<file path="src/rtl/eslp_pkg.sv">
package eslp_pkg;
    localparam int ADDR_W = 24;
    localparam int DATA_W = 16;
    localparam int MCLK_MHZ = 25;
    // Bus strobe widths in ns, converted to whole cycles rounding up.
    localparam int STROBE_NS = 120;
    localparam int RECOVER_NS = 40;
    localparam int STROBE_CYC = (STROBE_NS * MCLK_MHZ + 999) / 1000;
    localparam int RECOVER_CYC = (RECOVER_NS * MCLK_MHZ + 999) / 1000;
    localparam int CNT_W = 4;
    // Command codes written on the data bus.
    localparam logic [7:0] CMD_READ_ARRAY = 8'hff;
    localparam logic [7:0] CMD_READ_ID = 8'h90;
    localparam logic [7:0] CMD_READ_STATUS = 8'h70;
    localparam logic [7:0] CMD_CLEAR_STATUS = 8'h50;
    localparam logic [7:0] CMD_ERASE_SETUP = 8'h20;
    localparam logic [7:0] CMD_CONFIRM = 8'hd0;
    localparam logic [7:0] CMD_SUSPEND = 8'hb0;
    localparam logic [7:0] CMD_PROGRAM = 8'h40;
    localparam logic [7:0] CMD_LOCK_SETUP = 8'h60;
    localparam logic [7:0] CMD_SET_LOCK = 8'h01;
    localparam logic [7:0] CMD_PROT_SETUP = 8'hc0;
    // Status bit positions.
    localparam int READY_BIT = 7;
    localparam int ERASE_SUSPENDED_BIT = 6;
    localparam int ERASE_ERROR_BIT = 5;
    localparam int PROGRAM_ERROR_BIT = 4;
    localparam int VOLTAGE_ERROR_BIT = 3;
    localparam int LOCK_VIOLATION_BIT = 1;
    // Protection register window in word addresses.
    localparam logic [ADDR_W-1:0] PROT_BASE = 24'h000080;
    localparam logic [ADDR_W-1:0] PROT_LAST = 24'h000088;
    localparam logic [ADDR_W-1:0] PROT_USER_FIRST = 24'h000085;

    typedef enum logic [3:0] {
        ESLP_OP_READ_STATUS,
        ESLP_OP_CLEAR_STATUS,
        ESLP_OP_READ_ARRAY,
        ESLP_OP_READ_ID,
        ESLP_OP_ERASE,
        ESLP_OP_SUSPEND,
        ESLP_OP_RESUME,
        ESLP_OP_PROGRAM,
        ESLP_OP_SET_LOCK,
        ESLP_OP_CLEAR_LOCKS,
        ESLP_OP_PROT_PROGRAM,
        ESLP_OP_READ
    } eslp_op_e;

    typedef struct packed {
        eslp_op_e op;
        logic [ADDR_W-1:0] addr;
        logic [DATA_W-1:0] data;
    } eslp_req_s;

    typedef struct packed {
        logic [ADDR_W-1:0] addr;
        logic [DATA_W-1:0] wdata;
        logic write;
    } eslp_cyc_s;
endpackage

</file>
<file path="src/rtl/eslp_bus_cycle.sv">
`timescale 1ns/1ps
// Runs one asynchronous write or read cycle on the flash pins.
module eslp_bus_cycle (
    input wire logic mclk,
    input wire logic sys_rst,
    input wire logic start,
    input wire eslp_pkg::eslp_cyc_s cyc,
    output logic busy,
    output logic done,
    output logic [eslp_pkg::DATA_W-1:0] rdata,
    output logic [eslp_pkg::ADDR_W-1:0] flashAddr,
    output logic [eslp_pkg::DATA_W-1:0] flashDqOut,
    output logic flashDqOe_n,
    input wire logic [eslp_pkg::DATA_W-1:0] flashDqIn,
    output logic flashCe_n,
    output logic flashWe_n,
    output logic flashOe_n
);
    typedef enum logic [1:0] {ESLP_BC_IDLE, ESLP_BC_STROBE, ESLP_BC_RECOVER} eslp_bc_e;
    eslp_bc_e state, next_state;
    logic [eslp_pkg::CNT_W-1:0] count, next_count;
    logic isWrite, next_isWrite;
    logic [eslp_pkg::DATA_W-1:0] next_rdata;
    logic [eslp_pkg::ADDR_W-1:0] next_flashAddr;
    logic [eslp_pkg::DATA_W-1:0] next_flashDqOut;

    // Strobe is held for the access time, then released for recovery.
    always_comb begin
        next_state = state;
        next_count = count;
        next_isWrite = isWrite;
        next_rdata = rdata;
        next_flashAddr = flashAddr;
        next_flashDqOut = flashDqOut;
        done = 1'b0;
        case (state)
            ESLP_BC_IDLE: begin
                if (start) begin
                    next_state = ESLP_BC_STROBE;
                    next_count = eslp_pkg::CNT_W'(eslp_pkg::STROBE_CYC - 1);
                    next_isWrite = cyc.write;
                    next_flashAddr = cyc.addr;
                    next_flashDqOut = cyc.wdata;
                end
            end
            ESLP_BC_STROBE: begin
                if (count == '0) begin
                    next_state = ESLP_BC_RECOVER;
                    next_count = eslp_pkg::CNT_W'(eslp_pkg::RECOVER_CYC - 1);
                    if (!isWrite) begin
                        next_rdata = flashDqIn;
                    end
                end else begin
                    next_count = count - 1'b1;
                end
            end
            ESLP_BC_RECOVER: begin
                if (count == '0) begin
                    next_state = ESLP_BC_IDLE;
                    done = 1'b1;
                end else begin
                    next_count = count - 1'b1;
                end
            end
            default: next_state = ESLP_BC_IDLE;
        endcase
    end

    always_ff @(posedge mclk or posedge sys_rst) begin
        if (sys_rst) begin
            state <= ESLP_BC_IDLE;
            count <= '0;
            isWrite <= 1'b0;
            rdata <= '0;
            flashAddr <= '0;
            flashDqOut <= '0;
        end else begin
            state <= next_state;
            count <= next_count;
            isWrite <= next_isWrite;
            rdata <= next_rdata;
            flashAddr <= next_flashAddr;
            flashDqOut <= next_flashDqOut;
        end
    end

    // Data is driven for the whole write cycle, strobe and recovery, so the device can drive reads.
    assign busy = (state != ESLP_BC_IDLE);
    assign flashCe_n = (state != ESLP_BC_STROBE);
    assign flashWe_n = !(state == ESLP_BC_STROBE && isWrite);
    assign flashOe_n = !(state == ESLP_BC_STROBE && !isWrite);
    assign flashDqOe_n = !(state != ESLP_BC_IDLE && isWrite);
endmodule

</file>
<file path="src/rtl/eslp_host_ctrl.sv">
`timescale 1ns/1ps
// Host-side sequencer for erase suspend, lock bits and protection programming.
module eslp_host_ctrl (
    input wire logic mclk,
    input wire logic sys_rst,
    input wire eslp_pkg::eslp_req_s req,
    input wire logic reqValid,
    output logic reqReady,
    output logic respValid,
    output logic [eslp_pkg::DATA_W-1:0] respData,
    output logic refused,
    output logic nestLevel2,
    output logic eraseSuspendedSeen,
    output logic [eslp_pkg::ADDR_W-1:0] flashAddr,
    output logic [eslp_pkg::DATA_W-1:0] flashDqOut,
    output logic flashDqOe_n,
    input wire logic [eslp_pkg::DATA_W-1:0] flashDqIn,
    output logic flashCe_n,
    output logic flashWe_n,
    output logic flashOe_n,
    input wire logic statusOutputPin,
    input wire logic programEnableOk
);
    typedef enum logic [2:0] {
        ESLP_IDLE, ESLP_CYC1, ESLP_CYC2, ESLP_WAIT, ESLP_DONE
    } eslp_state_e;
    eslp_state_e state, next_state;
    eslp_pkg::eslp_req_s cur, next_cur;
    logic [eslp_pkg::DATA_W-1:0] next_respData;
    logic eraseSusp, next_eraseSusp;
    logic progSusp, next_progSusp;
    logic progInSusp, next_progInSusp;
    logic started;
    eslp_pkg::eslp_cyc_s cyc;
    logic cycBusy, cycDone;
    logic [eslp_pkg::DATA_W-1:0] cycRdata;

    // Commands that take two writes put the code in the first one.
    function automatic logic [7:0] first_code(eslp_pkg::eslp_op_e op);
        case (op)
            eslp_pkg::ESLP_OP_READ_ARRAY: first_code = eslp_pkg::CMD_READ_ARRAY;
            eslp_pkg::ESLP_OP_READ_ID: first_code = eslp_pkg::CMD_READ_ID;
            eslp_pkg::ESLP_OP_CLEAR_STATUS: first_code = eslp_pkg::CMD_CLEAR_STATUS;
            eslp_pkg::ESLP_OP_ERASE: first_code = eslp_pkg::CMD_ERASE_SETUP;
            eslp_pkg::ESLP_OP_SUSPEND: first_code = eslp_pkg::CMD_SUSPEND;
            eslp_pkg::ESLP_OP_RESUME: first_code = eslp_pkg::CMD_CONFIRM;
            eslp_pkg::ESLP_OP_PROGRAM: first_code = eslp_pkg::CMD_PROGRAM;
            eslp_pkg::ESLP_OP_SET_LOCK: first_code = eslp_pkg::CMD_LOCK_SETUP;
            eslp_pkg::ESLP_OP_CLEAR_LOCKS: first_code = eslp_pkg::CMD_LOCK_SETUP;
            eslp_pkg::ESLP_OP_PROT_PROGRAM: first_code = eslp_pkg::CMD_PROT_SETUP;
            default: first_code = eslp_pkg::CMD_READ_STATUS;
        endcase
    endfunction

    // Ops with a second write, and ops that start the write state machine.
    function automatic logic two_cycle(eslp_pkg::eslp_op_e op);
        two_cycle = op inside {eslp_pkg::ESLP_OP_ERASE, eslp_pkg::ESLP_OP_PROGRAM,
            eslp_pkg::ESLP_OP_SET_LOCK, eslp_pkg::ESLP_OP_CLEAR_LOCKS,
            eslp_pkg::ESLP_OP_PROT_PROGRAM};
    endfunction

    // Erase, resume and a nested program answer at once so that a suspend can follow.
    function automatic logic waits_ready(eslp_pkg::eslp_op_e op);
        waits_ready = (two_cycle(op) && op != eslp_pkg::ESLP_OP_ERASE && !progInSusp)
            || op == eslp_pkg::ESLP_OP_SUSPEND;
    endfunction

    // A request the device would reject for busy, suspend or lockout state is refused here without bus traffic; lock and range errors go to the device.
    function automatic logic legal(eslp_pkg::eslp_req_s r, logic es, logic ps, logic pis);
        logic busyOrSusp;
        busyOrSusp = es || ps || !statusOutputPin;
        case (r.op)
            eslp_pkg::ESLP_OP_SET_LOCK, eslp_pkg::ESLP_OP_CLEAR_LOCKS:
                legal = !busyOrSusp && programEnableOk;
            eslp_pkg::ESLP_OP_ERASE, eslp_pkg::ESLP_OP_PROT_PROGRAM:
                legal = !busyOrSusp;
            eslp_pkg::ESLP_OP_PROGRAM:
                legal = !ps && statusOutputPin;
            eslp_pkg::ESLP_OP_SUSPEND:
                legal = !statusOutputPin && !(es && !pis) && !ps;
            eslp_pkg::ESLP_OP_RESUME:
                legal = ps || (es && !pis);
            eslp_pkg::ESLP_OP_READ_ID:
                legal = !es && !ps;
            default: legal = 1'b1;
        endcase
    endfunction

    assign started = (state == ESLP_IDLE) && reqValid;
    assign reqReady = (state == ESLP_IDLE);

    // Sequencer: first write, optional second write, then poll ready.
    always_comb begin
        next_state = state;
        next_cur = cur;
        next_respData = respData;
        next_eraseSusp = eraseSusp;
        next_progSusp = progSusp;
        next_progInSusp = progInSusp;
        cyc = '{addr: cur.addr, wdata: {8'h00, first_code(cur.op)}, write: 1'b1};
        respValid = 1'b0;
        refused = 1'b0;
        case (state)
            ESLP_IDLE: begin
                if (reqValid) begin
                    next_cur = req;
                    if (!legal(req, eraseSusp, progSusp, progInSusp)) begin
                        refused = 1'b1;
                        respValid = 1'b1;
                    end else begin
                        next_state = ESLP_CYC1;
                    end
                end
            end
            ESLP_CYC1: begin
                if (cur.op == eslp_pkg::ESLP_OP_READ) begin
                    cyc.write = 1'b0;
                end
                if (cycDone) begin
                    next_respData = cycRdata;
                    if (two_cycle(cur.op)) begin
                        next_state = ESLP_CYC2;
                    end else begin
                        next_state = ESLP_WAIT;
                    end
                end
            end
            ESLP_CYC2: begin
                cyc.wdata = cur.data;
                case (cur.op)
                    eslp_pkg::ESLP_OP_SET_LOCK:
                        cyc.wdata = {8'h00, eslp_pkg::CMD_SET_LOCK};
                    eslp_pkg::ESLP_OP_ERASE, eslp_pkg::ESLP_OP_CLEAR_LOCKS:
                        cyc.wdata = {8'h00, eslp_pkg::CMD_CONFIRM};
                    default: cyc.wdata = cur.data;
                endcase
                if (cycDone) begin
                    next_state = ESLP_WAIT;
                end
            end
            ESLP_WAIT: begin
                // Ready level covers both completion and a reached suspend point.
                if ((statusOutputPin || !waits_ready(cur.op))
                        && !cycBusy) begin
                    next_state = ESLP_DONE;
                    case (cur.op)
                        eslp_pkg::ESLP_OP_SUSPEND: begin
                            if (eraseSusp) begin
                                next_progSusp = 1'b1;
                            end else begin
                                next_eraseSusp = 1'b1;
                            end
                        end
                        eslp_pkg::ESLP_OP_RESUME: begin
                            if (progSusp) begin
                                next_progSusp = 1'b0;
                            end else begin
                                next_eraseSusp = 1'b0;
                            end
                        end
                        eslp_pkg::ESLP_OP_PROGRAM: next_progInSusp = eraseSusp;
                        default: next_state = ESLP_DONE;
                    endcase
                end
            end
            ESLP_DONE: begin
                // Follow-up status read gives the caller the error bits.
                cyc.write = 1'b0;
                if (cycDone) begin
                    next_respData = cycRdata;
                    respValid = 1'b1;
                    next_state = ESLP_IDLE;
                end
            end
            default: next_state = ESLP_IDLE;
        endcase
        if (reqReady && statusOutputPin && !progSusp) begin
            next_progInSusp = 1'b0;
        end
        if (started && req.op == eslp_pkg::ESLP_OP_PROGRAM && eraseSusp
                && legal(req, eraseSusp, progSusp, progInSusp)) begin
            next_progInSusp = 1'b1;
        end
    end

    always_ff @(posedge mclk or posedge sys_rst) begin
        if (sys_rst) begin
            state <= ESLP_IDLE;
            cur <= '0;
            respData <= '0;
            eraseSusp <= 1'b0;
            progSusp <= 1'b0;
            progInSusp <= 1'b0;
        end else begin
            state <= next_state;
            cur <= next_cur;
            respData <= next_respData;
            eraseSusp <= next_eraseSusp;
            progSusp <= next_progSusp;
            progInSusp <= next_progInSusp;
        end
    end

    assign nestLevel2 = progSusp;
    assign eraseSuspendedSeen = eraseSusp;

    // One bus cycle starts on entry to each cycle state and the final status read.
    logic cycStart;
    logic cycArmed, next_cycArmed;
    always_comb begin
        next_cycArmed = cycArmed;
        cycStart = 1'b0;
        if (state == ESLP_CYC1 || state == ESLP_CYC2 || state == ESLP_DONE) begin
            cycStart = !cycArmed && !cycBusy;
            if (cycStart) begin
                next_cycArmed = 1'b1;
            end
        end
        if (cycDone) begin
            next_cycArmed = 1'b0;
        end
    end

    always_ff @(posedge mclk or posedge sys_rst) begin
        if (sys_rst) begin
            cycArmed <= 1'b0;
        end else begin
            cycArmed <= next_cycArmed;
        end
    end

    eslp_bus_cycle busCycle (
        .mclk(mclk),
        .sys_rst(sys_rst),
        .start(cycStart),
        .cyc(cyc),
        .busy(cycBusy),
        .done(cycDone),
        .rdata(cycRdata),
        .flashAddr(flashAddr),
        .flashDqOut(flashDqOut),
        .flashDqOe_n(flashDqOe_n),
        .flashDqIn(flashDqIn),
        .flashCe_n(flashCe_n),
        .flashWe_n(flashWe_n),
        .flashOe_n(flashOe_n)
    );
endmodule

</file>
<file path="config.mk">
export PLATFORM = sky130hd
export DESIGN_NAME = eslp_host_ctrl
export DESIGN_NICKNAME = d
export VERILOG_FILES = /design/src/rtl/eslp_pkg.sv /design/src/rtl/eslp_bus_cycle.sv /design/src/rtl/eslp_host_ctrl.sv
export SDC_FILE = /design/constraint.sdc
export NUM_CORES = 1
export LEC_CHECK = 0
export ABC_AREA = 1
export BUFFER_PORTS_ARGS = -buffer_cell sky130_fd_sc_hd__buf_2
export CORE_ASPECT_RATIO = 1.75
export CORE_MARGIN = 2
export CORE_UTILIZATION = 49
export CTS_BUF_LIST = sky130_fd_sc_hd__clkbuf_2 sky130_fd_sc_hd__clkbuf_4 sky130_fd_sc_hd__clkbuf_8
export DETAILED_ROUTE_END_ITERATION = 10
export PLACE_DENSITY_LB_ADDON = 0.1
export REMOVE_ABC_BUFFERS = 1
export SYNTH_ARGS = -nofsm -noshare
export SYNTH_HDL_FRONTEND = slang
export SYNTH_SLANG_ARGS = --single-unit
</file>
<file path="constraint.sdc">
create_clock -name mclk -period 5.6 [get_ports mclk]
set_input_delay 0.84 -clock mclk [delete_from_list [all_inputs] [get_ports mclk]]
set_output_delay 0.84 -clock mclk [all_outputs]
set_load 0.1 [all_outputs]
</file>
==> results.yml, run 1 <==
sta:
  max_clock_freq_mhz: 298
  final-max-slew-violation-count: 0
  final.setup_skew_ns: 0.0122
  rsz_0062_raised_after_global_routing: "false"
  layout_worst_path_cycle_share_pct: 59.9
  final-hold-violation-count: 0
  worst-slew-pin-transition_ns: 0.987
  count_of_final_setup_violators: 0
  layout_min_cycle_time_ns: 3.35
  relSlewSlack_pct: 34.0
  setup_tns_ns: 0
synthesis:
  post_synth_inst_count: 621
  ys_async_sr_fraction_pct: 100
  synth.largest_area_cell: "sky130_fd_sc_hd__dfrtp_1"
  flip_flop_and_latch_count_after_synthesis: 130
  post-synth-top-area-fraction_pct: 57.1
  synthTopCellsByArea: "sky130_fd_sc_hd__dfrtp_1 (57%), sky130_fd_sc_hd__nand2_1 (8.2%), sky130_fd_sc_hd__inv_1 (4.7%), sky130_fd_sc_hd__mux2_2 (4.7%), sky130_fd_sc_hd__o21ai_0 (4.6%)"
  ys_warn_count: 0
  syn_avg_cell_area_um2: 9.17
  synthFlopType: "sky130_fd_sc_hd__dfrtp_1"
  synth_top_cells_by_count: "sky130_fd_sc_hd__dfrtp_1 (130), sky130_fd_sc_hd__nand2_1 (124), sky130_fd_sc_hd__inv_1 (72)"
  synth_area_um2: 5690
  synth_seq_area_share_pct: 57.1
  most_frequently_used_cell_type_in_the_post_synthesis_netlist: "sky130_fd_sc_hd__dfrtp_1"
  number_of_flops_mapped_to_enable_cells_by_yosys: 0
  synth.lib_cells_used.distinct: 29
layout:
  finish.utilization_pct: 59.3
  drive_above_1_share_pct: 28.6
  synthToLayoutAreaGrowth_pct: 19.3
  antennaDiodeCount: 0
  fin_area_um2: 6790
  design.final.nets: 827
clocking:
  cts_repair_resize_count: 0
  post_cts_buffers: 0
  worstSkewPairLatency_ns: 0.43
  cts_tree: "done"
  root_buffer: "sky130_fd_sc_hd__clkbuf_8"
  cts_inserted_buffers: 17
  post_cts_hold_buffer_count: 0
  ctsHtreeMaxLevel: 4
  clock_sinks: 130
  buffer_levels_on_the_longest_clock_path: 2
  clk_pin_slew_ns: 0.07
global_routing:
  globalRoute.totalOverflow: 0
  antenna_found_initial: 0
  grt-busiest-layer: "met2"
  grt_max_degree: 81
  grt_util_met2_pct: 36.8
  gr-usage-met1_pct: 23.9
  grtUsageTotal_pct: 21.0
  met3_usage_pct: 5.54
  first_global_vias: 4597
  wire_length_of_the_first_global_routing_pass_um: 20800
die:
  fp.dieArea_um2: 12500
  core_area_um2: 11500
  ios: 130
  die_height_um: 147
  initial_standard_cell_utilization_of_the_core_pct: 49.7
  placementRows: 52
  die-width_um: 85.5
critical_path:
  worst_r2r_path_depth: 7
  worst_ep_required_time_ns: 4.76
  worstReg2RegStart: "busCycle.state[0]"
  critPathCapture: "respValid"
  worst-path-max-fanout: 59
  startpoint: "state[0]"
  end_kind: "output pin"
  cp_cell_sequence: "inv_2 -> nand2_1 -> nor2_2 -> nand2_2 -> buf_4 -> o22ai_1 -> buf_2"
  start_kind: "flop"
  timing.critical_path.buf_inv: 3
  critical_path_class: "reg2out"
  r2r_end: "busCycle.flashDqOut[2]"
  worst_path_max_delay_cell: "sky130_fd_sc_hd__buf_2"
  worst_path_largest_cell_delay_ns: 0.45
  worst_path_dominant_cell_family: "buffers and inverters"
  internal_reg_to_reg_setup_slack_ns: 3.36
  timing.critical_path.depth: 7
  worst-endpoint-arrival_ns: 2.51
hold_path:
  min-delay-path-class: "reg2reg"
drt:
  postRouteAntennaNets: 0
  drt-wirelength-per-cell_um: 14.1
  via_to_cell_ratio: 5.06
  drt-total-wl_um: 12700
  drt_pass1_iterations: 6
  drtIter0Drc: 168
  num_vias: 4546
  post-route-drc-count: 0
placed_design:
  port_buffers: 129
  globalplace.congestion: 0.851
  detailed_place.area_um2: 6430
  hpwl_dp_um: 9080
run:
  max_capacitance_violation_total: 0
status:
  run_status: "finished, final reports clean"
## worst min-delay path by stage
stage / from / end / slack, ns / cells past startpoint
detailed placement: busCycle.flashDqOut[10] / busCycle.flashDqOut[10] / 0.47 / 2
floorplan: cycArmed / cycArmed / 0.46 / 2
global route: busCycle.flashDqOut[13] / busCycle.flashDqOut[13] / 0.51 / 2
finish: busCycle.flashDqOut[9] / busCycle.flashDqOut[9] / 0.48 / 2
CTS: busCycle.flashDqOut[10] / busCycle.flashDqOut[10] / 0.48 / 2
global placement: busCycle.flashDqOut[10] / busCycle.flashDqOut[10] / 0.46 / 2
## stage by stage
stage	worst slack [ns]	hold WS, ns	instances
after global placement	2.43	0.461	867
after global routing	2.02	0.510	898
after floorplan	0.107	0.463	601
after CTS	2.20	0.485	898
final	2.25	0.480	898
after detailed placement	2.43	0.467	867
## registers in the layout (all words and copies together), names as in the netlist
name                 cells
busCycle.count           4
busCycle.flashAddr      24
busCycle.flashDqOut     16
busCycle.isWrite         1
busCycle.rdata          16
busCycle.state           2
cur                     44
cycArmed                 1
eraseSuspendedSeen       1
nestLevel2               1
progInSusp               1
respData                16
state                    3
## logic make-up after synthesis
| family | count (synthesis) | synth area share (%) |
|---|---|---|
| DFF | 130 | 57.1 |
| muxes | 24 | 4.75 |
| adders and majority gates | 11 | 2.42 |
| and+or+nand+nor | 234 | 17.5 |
| buffers and inverters | 102 | 7.08 |
| xor gates and xnor gates | 1 | 0.154 |
| AOI/OAI and AO/OA | 119 | 11.0 |
## cell usage in the layout (no fill, tap or decap), drive strengths merged
master / Yosys / layout
inv: 82 / 84
nor2: 70 / 70
nor3: 2 / 2
xor2: 1 / 1
bufinv: 0 / 1
o22ai: 3 / 3
ha: 11 / 11
buf: 16 / 131
a21oi: 47 / 47
o31ai: 1 / 1
o2111ai: 1 / 1
a22oi: 3 / 3
dfrtp: 130 / 130
clkinvlp: 0 / 4
mux2: 24 / 24
nand3: 26 / 26
o211ai: 1 / 1
a31oi: 5 / 5
o21ai: 58 / 58
clkinv: 0 / 6
clkbuf: 4 / 18
nor4: 1 / 1
nand4: 3 / 3
nand2: 132 / 132
## final cells by class
class	count	area [um^2]
clock buffers	18	248
clock inverters	13	111
fillers	1067	4660
inverters	82	310
multi-input cells	389	2040
flip-flops and latches	130	3250
well taps	135	169
repair buffers	131	661
## per-layer routing
layer	share of wire [%]	routed length [um]
met1	40	5020
met2	53	6750
met3	4.6	590
met4	2.7	346
met5	0	0
## worst reg2reg max path, delay by kind of cell, from the launching register on
family / cells / cell delay [ns]
buffers and inverters: 2 / 0.20
AO/OA/AOI/OAI: 2 / 0.66
adder cells (fa/ha/maj): 1 / 0.27
flip-flops: 1 / 0.42
AND/OR/NAND/NOR: 2 / 0.54
Power of run 1 is left out: the tool's default activity adds up to more than one toggle a clock period on the data nets, which glitch-free logic cannot reach.
==> run 2, diff against run 1 <==
--- a/config.mk
+++ b/config.mk
@@ -5,7 +5,7 @@
 export SDC_FILE = /design/constraint.sdc
 export NUM_CORES = 1
 export LEC_CHECK = 0
-export ABC_AREA = 1
+export ABC_AREA = 0
 export BUFFER_PORTS_ARGS = -buffer_cell sky130_fd_sc_hd__buf_2
 export CORE_ASPECT_RATIO = 1.75
 export CORE_MARGIN = 2
==> constraint.sdc (replaced) <==
create_clock -name mclk -period 3.4 [get_ports mclk]
set_input_delay 0.51 -clock mclk [delete_from_list [all_inputs] [get_ports mclk]]
set_output_delay 0.51 -clock mclk [all_outputs]
set_load 0.1 [all_outputs]
==> results.yml, run 2 <==
global_routing:
  grt_max_degree: 58
  wire_length_of_the_first_global_routing_pass_um: 21100
  globalRoute.totalOverflow: 0
  antenna_found_initial: 0
  grtUsageTotal_pct: 20.9
  first_global_vias: 4515
placed_design:
  post-place-cells: 783
  hpwl_dp_um: 9010
  globalplace.congestion: 0.844
  port_buffers: 129
synthesis:
  synth_area_um2: 5850
  most_frequently_used_cell_type_in_the_post_synthesis_netlist: "sky130_fd_sc_hd__nand2_1"
  post_synth_fa_ha_maj_area_fraction_pct: 2.35
  synth-simple-area-share_pct: 16.5
  synth_xor_area_share_pct: 0.449
  synth_top_cells_by_count: "sky130_fd_sc_hd__nand2_1 (157), sky130_fd_sc_hd__dfrtp_1 (130), sky130_fd_sc_hd__mux2_2 (40)"
  synth_seq_area_share_pct: 55.6
  synth_top_family_by_area: "simple AND/OR/NAND/NOR gates"
  synth.largest_area_cell: "sky130_fd_sc_hd__dfrtp_1"
  syn_avg_cell_area_um2: 10.8
  synthTopCellsByArea: "sky130_fd_sc_hd__dfrtp_1 (56%), sky130_fd_sc_hd__nand2_1 (10%), sky130_fd_sc_hd__mux2_2 (7.7%), sky130_fd_sc_hd__mux2_4 (3.1%), sky130_fd_sc_hd__ha_1 (2.4%)"
  synth.lib_cells_used.distinct: 57
  ys_async_sr_fraction_pct: 100
  synthFlopType: "sky130_fd_sc_hd__dfrtp_1"
  fraction_of_synthesized_area_in_multiplexers_pct: 11.7
  synth-compound-area-share_pct: 9.16
  post-synth-top-area-fraction_pct: 55.6
  post_synth_inst_count: 541
  flip_flop_and_latch_count_after_synthesis: 130
  ys_warn_count: 0
  number_of_flops_mapped_to_enable_cells_by_yosys: 0
drt:
  drt-wirelength-per-cell_um: 15.5
  drt-total-wl_um: 12600
  drtIter0Drc: 181
  post-route-drc-count: 0
  postRouteAntennaNets: 0
  via_to_cell_ratio: 5.25
  num_vias: 4271
  drt_pass1_iterations: 4
layout:
  nFillCells: 1015
  largest_register_ff_count: 44
  layout_common_cells: "sky130_fd_sc_hd__nand2_1 (157), sky130_fd_sc_hd__dfrtp_1 (130), sky130_fd_sc_hd__buf_2 (128), sky130_fd_sc_hd__mux2_2 (40)"
  top_regs: "cur x44, busCycle.flashAddr x24"
  design.final.nets: 743
  final_common_cell: "sky130_fd_sc_hd__nand2_1"
  antennaDiodeCount: 0
  finish.utilization_pct: 60.4
  drive_above_1_share_pct: 34.0
  synthToLayoutAreaGrowth_pct: 19.6
  final_cell_count_no_fill: 814
  top_register: "cur"
hold_path:
  min-delay-path-class: "in2async"
critical_path:
  critical_path_class: "in2out"
  worst_path_largest_cell_delay_ns: 0.45
  end_kind: "output pin"
  start_kind: "input port"
  cp_common_cell: "sky130_fd_sc_hd__buf_2"
  timing.critical_path.buf_inv: 2
  worst_ep_required_time_ns: 2.89
  worst_path_dominant_cell_family: "simple AND/OR/NAND/NOR gates"
  cp_cell_sequence: "buf_2 -> nand2b_1 -> nor3b_1 -> o311ai_0 -> nand3_1 -> nor2_1 -> buf_2"
  worst-path-max-fanout: 8
  worst-endpoint-arrival_ns: 2.24
  worst_path_max_delay_cell: "sky130_fd_sc_hd__o311ai_0"
clocking:
  ctsHtreeMaxLevel: 4
  root_buffer: "sky130_fd_sc_hd__clkbuf_8"
  post_cts_hold_buffer_count: 0
  buffer_levels_on_the_longest_clock_path: 2
  clk_pin_slew_ns: 0.08
  clock_sinks: 130
  cts_repair_resize_count: 0
  cts_inserted_buffers: 17
  cts_tree: "done"
  post_cts_buffers: 0
  worstSkewPairLatency_ns: 0.43
sta:
  final-hold-violation-count: 0
  final-max-slew-violation-count: 0
  final.setup_skew_ns: 0.0133
  layout_worst_path_cycle_share_pct: 80.8
  setup_tns_ns: 0
  holdWs_ns: 0.207
  relSlewSlack_pct: 40.2
  worst-slew-pin-transition_ns: 0.897
  max_clock_freq_mhz: 364
  count_of_final_setup_violators: 0
  layout_min_cycle_time_ns: 2.75
  rsz_0062_raised_after_global_routing: "false"
status:
  run_status: "finished, final reports clean"
die:
  placementRows: 52
  fp.dieArea_um2: 12900
  core_area_um2: 11600
  die-width_um: 86.6
  initial_standard_cell_utilization_of_the_core_pct: 50.5
  ios: 130
  die_height_um: 149
run:
  max_capacitance_violation_total: 0
## run 2: cell types whose count changed after synthesis, moves of 12 or more
cell,delta
sky130_fd_sc_hd__nor2_1,-51
sky130_fd_sc_hd__nand3_1,-18
sky130_fd_sc_hd__mux2_4,+12
sky130_fd_sc_hd__nand2_1,+33
sky130_fd_sc_hd__nand2b_1,+12
sky130_fd_sc_hd__o21ai_0,-36
sky130_fd_sc_hd__mux2_2,+16
sky130_fd_sc_hd__inv_1,-55
sky130_fd_sc_hd__a21oi_1,-28
## run 2: path summary, 6_finish.rpt
| path | startpoint | end | slack (ns) | depth (start not counted) |
|---|---|---|---|---|
| min in group mclk | req[6] | cur[6] | 0.26 | 3 |
| max in group asynchronous | sys_rst | busCycle.flashAddr[2] | 2.37 | 3 |
| max | req[42] | refused | 0.65 | 7 |
| max reg2reg | state[0] | busCycle.flashAddr[17] | 1.10 | 5 |
| min | sys_rst | busCycle.rdata[11] | 0.21 | 2 |
| min reg2reg | cur[16] | cur[16] | 0.47 | 2 |
## run 2: per-layer routing
layer / GRT usage, % / routed length [um] / vias up / share of wire (%)
met5: 0 / 0 / - / 0
met4: 8.05 / 338 / 0 / 2.7
met3: 5.99 / 633 / 22 / 5.0
met2: 36.4 / 6700 / 106 / 53
met1: 23.9 / 4970 / 2061 / 39
li1: - / - / 2082 / -
## run 2: kinds of logic after synthesis
logic type                 after synthesis
muxes                                   57
AOI/OAI and AO/OA                       80
buffers and inverters                   45
adders and majority gates               11
and+or+nand+nor                        215
DFF                                    130
xor gates and xnor gates                 3
## run 2: cell type report
| cell class | count | area (um^2) | area share [%] |
|---|---|---|---|
| Sequential cell | 130 | 3250 | 46.5 |
| Multi-Input combinational cell | 366 | 2350 | 33.6 |
| Timing Repair Buffer | 135 | 718 | 10.3 |
| Clock buffer | 19 | 255 | 3.65 |
| Clock inverter | 12 | 181 | 2.59 |
| Tap cell | 135 | 169 | 2.41 |
| Inverter | 17 | 66.3 | 0.948 |
## run 2: stage by stage
stage	area, um^2	setup WS (ns)
5_1_grt	7000	0.512
3_3_place_gp	6560	0.700
6_report	7000	0.654
4_1_cts	7000	0.645
3_5_place_dp	6560	0.650
2_1_floorplan	5670	-0.579
Power of run 2 is left out for the same reason.
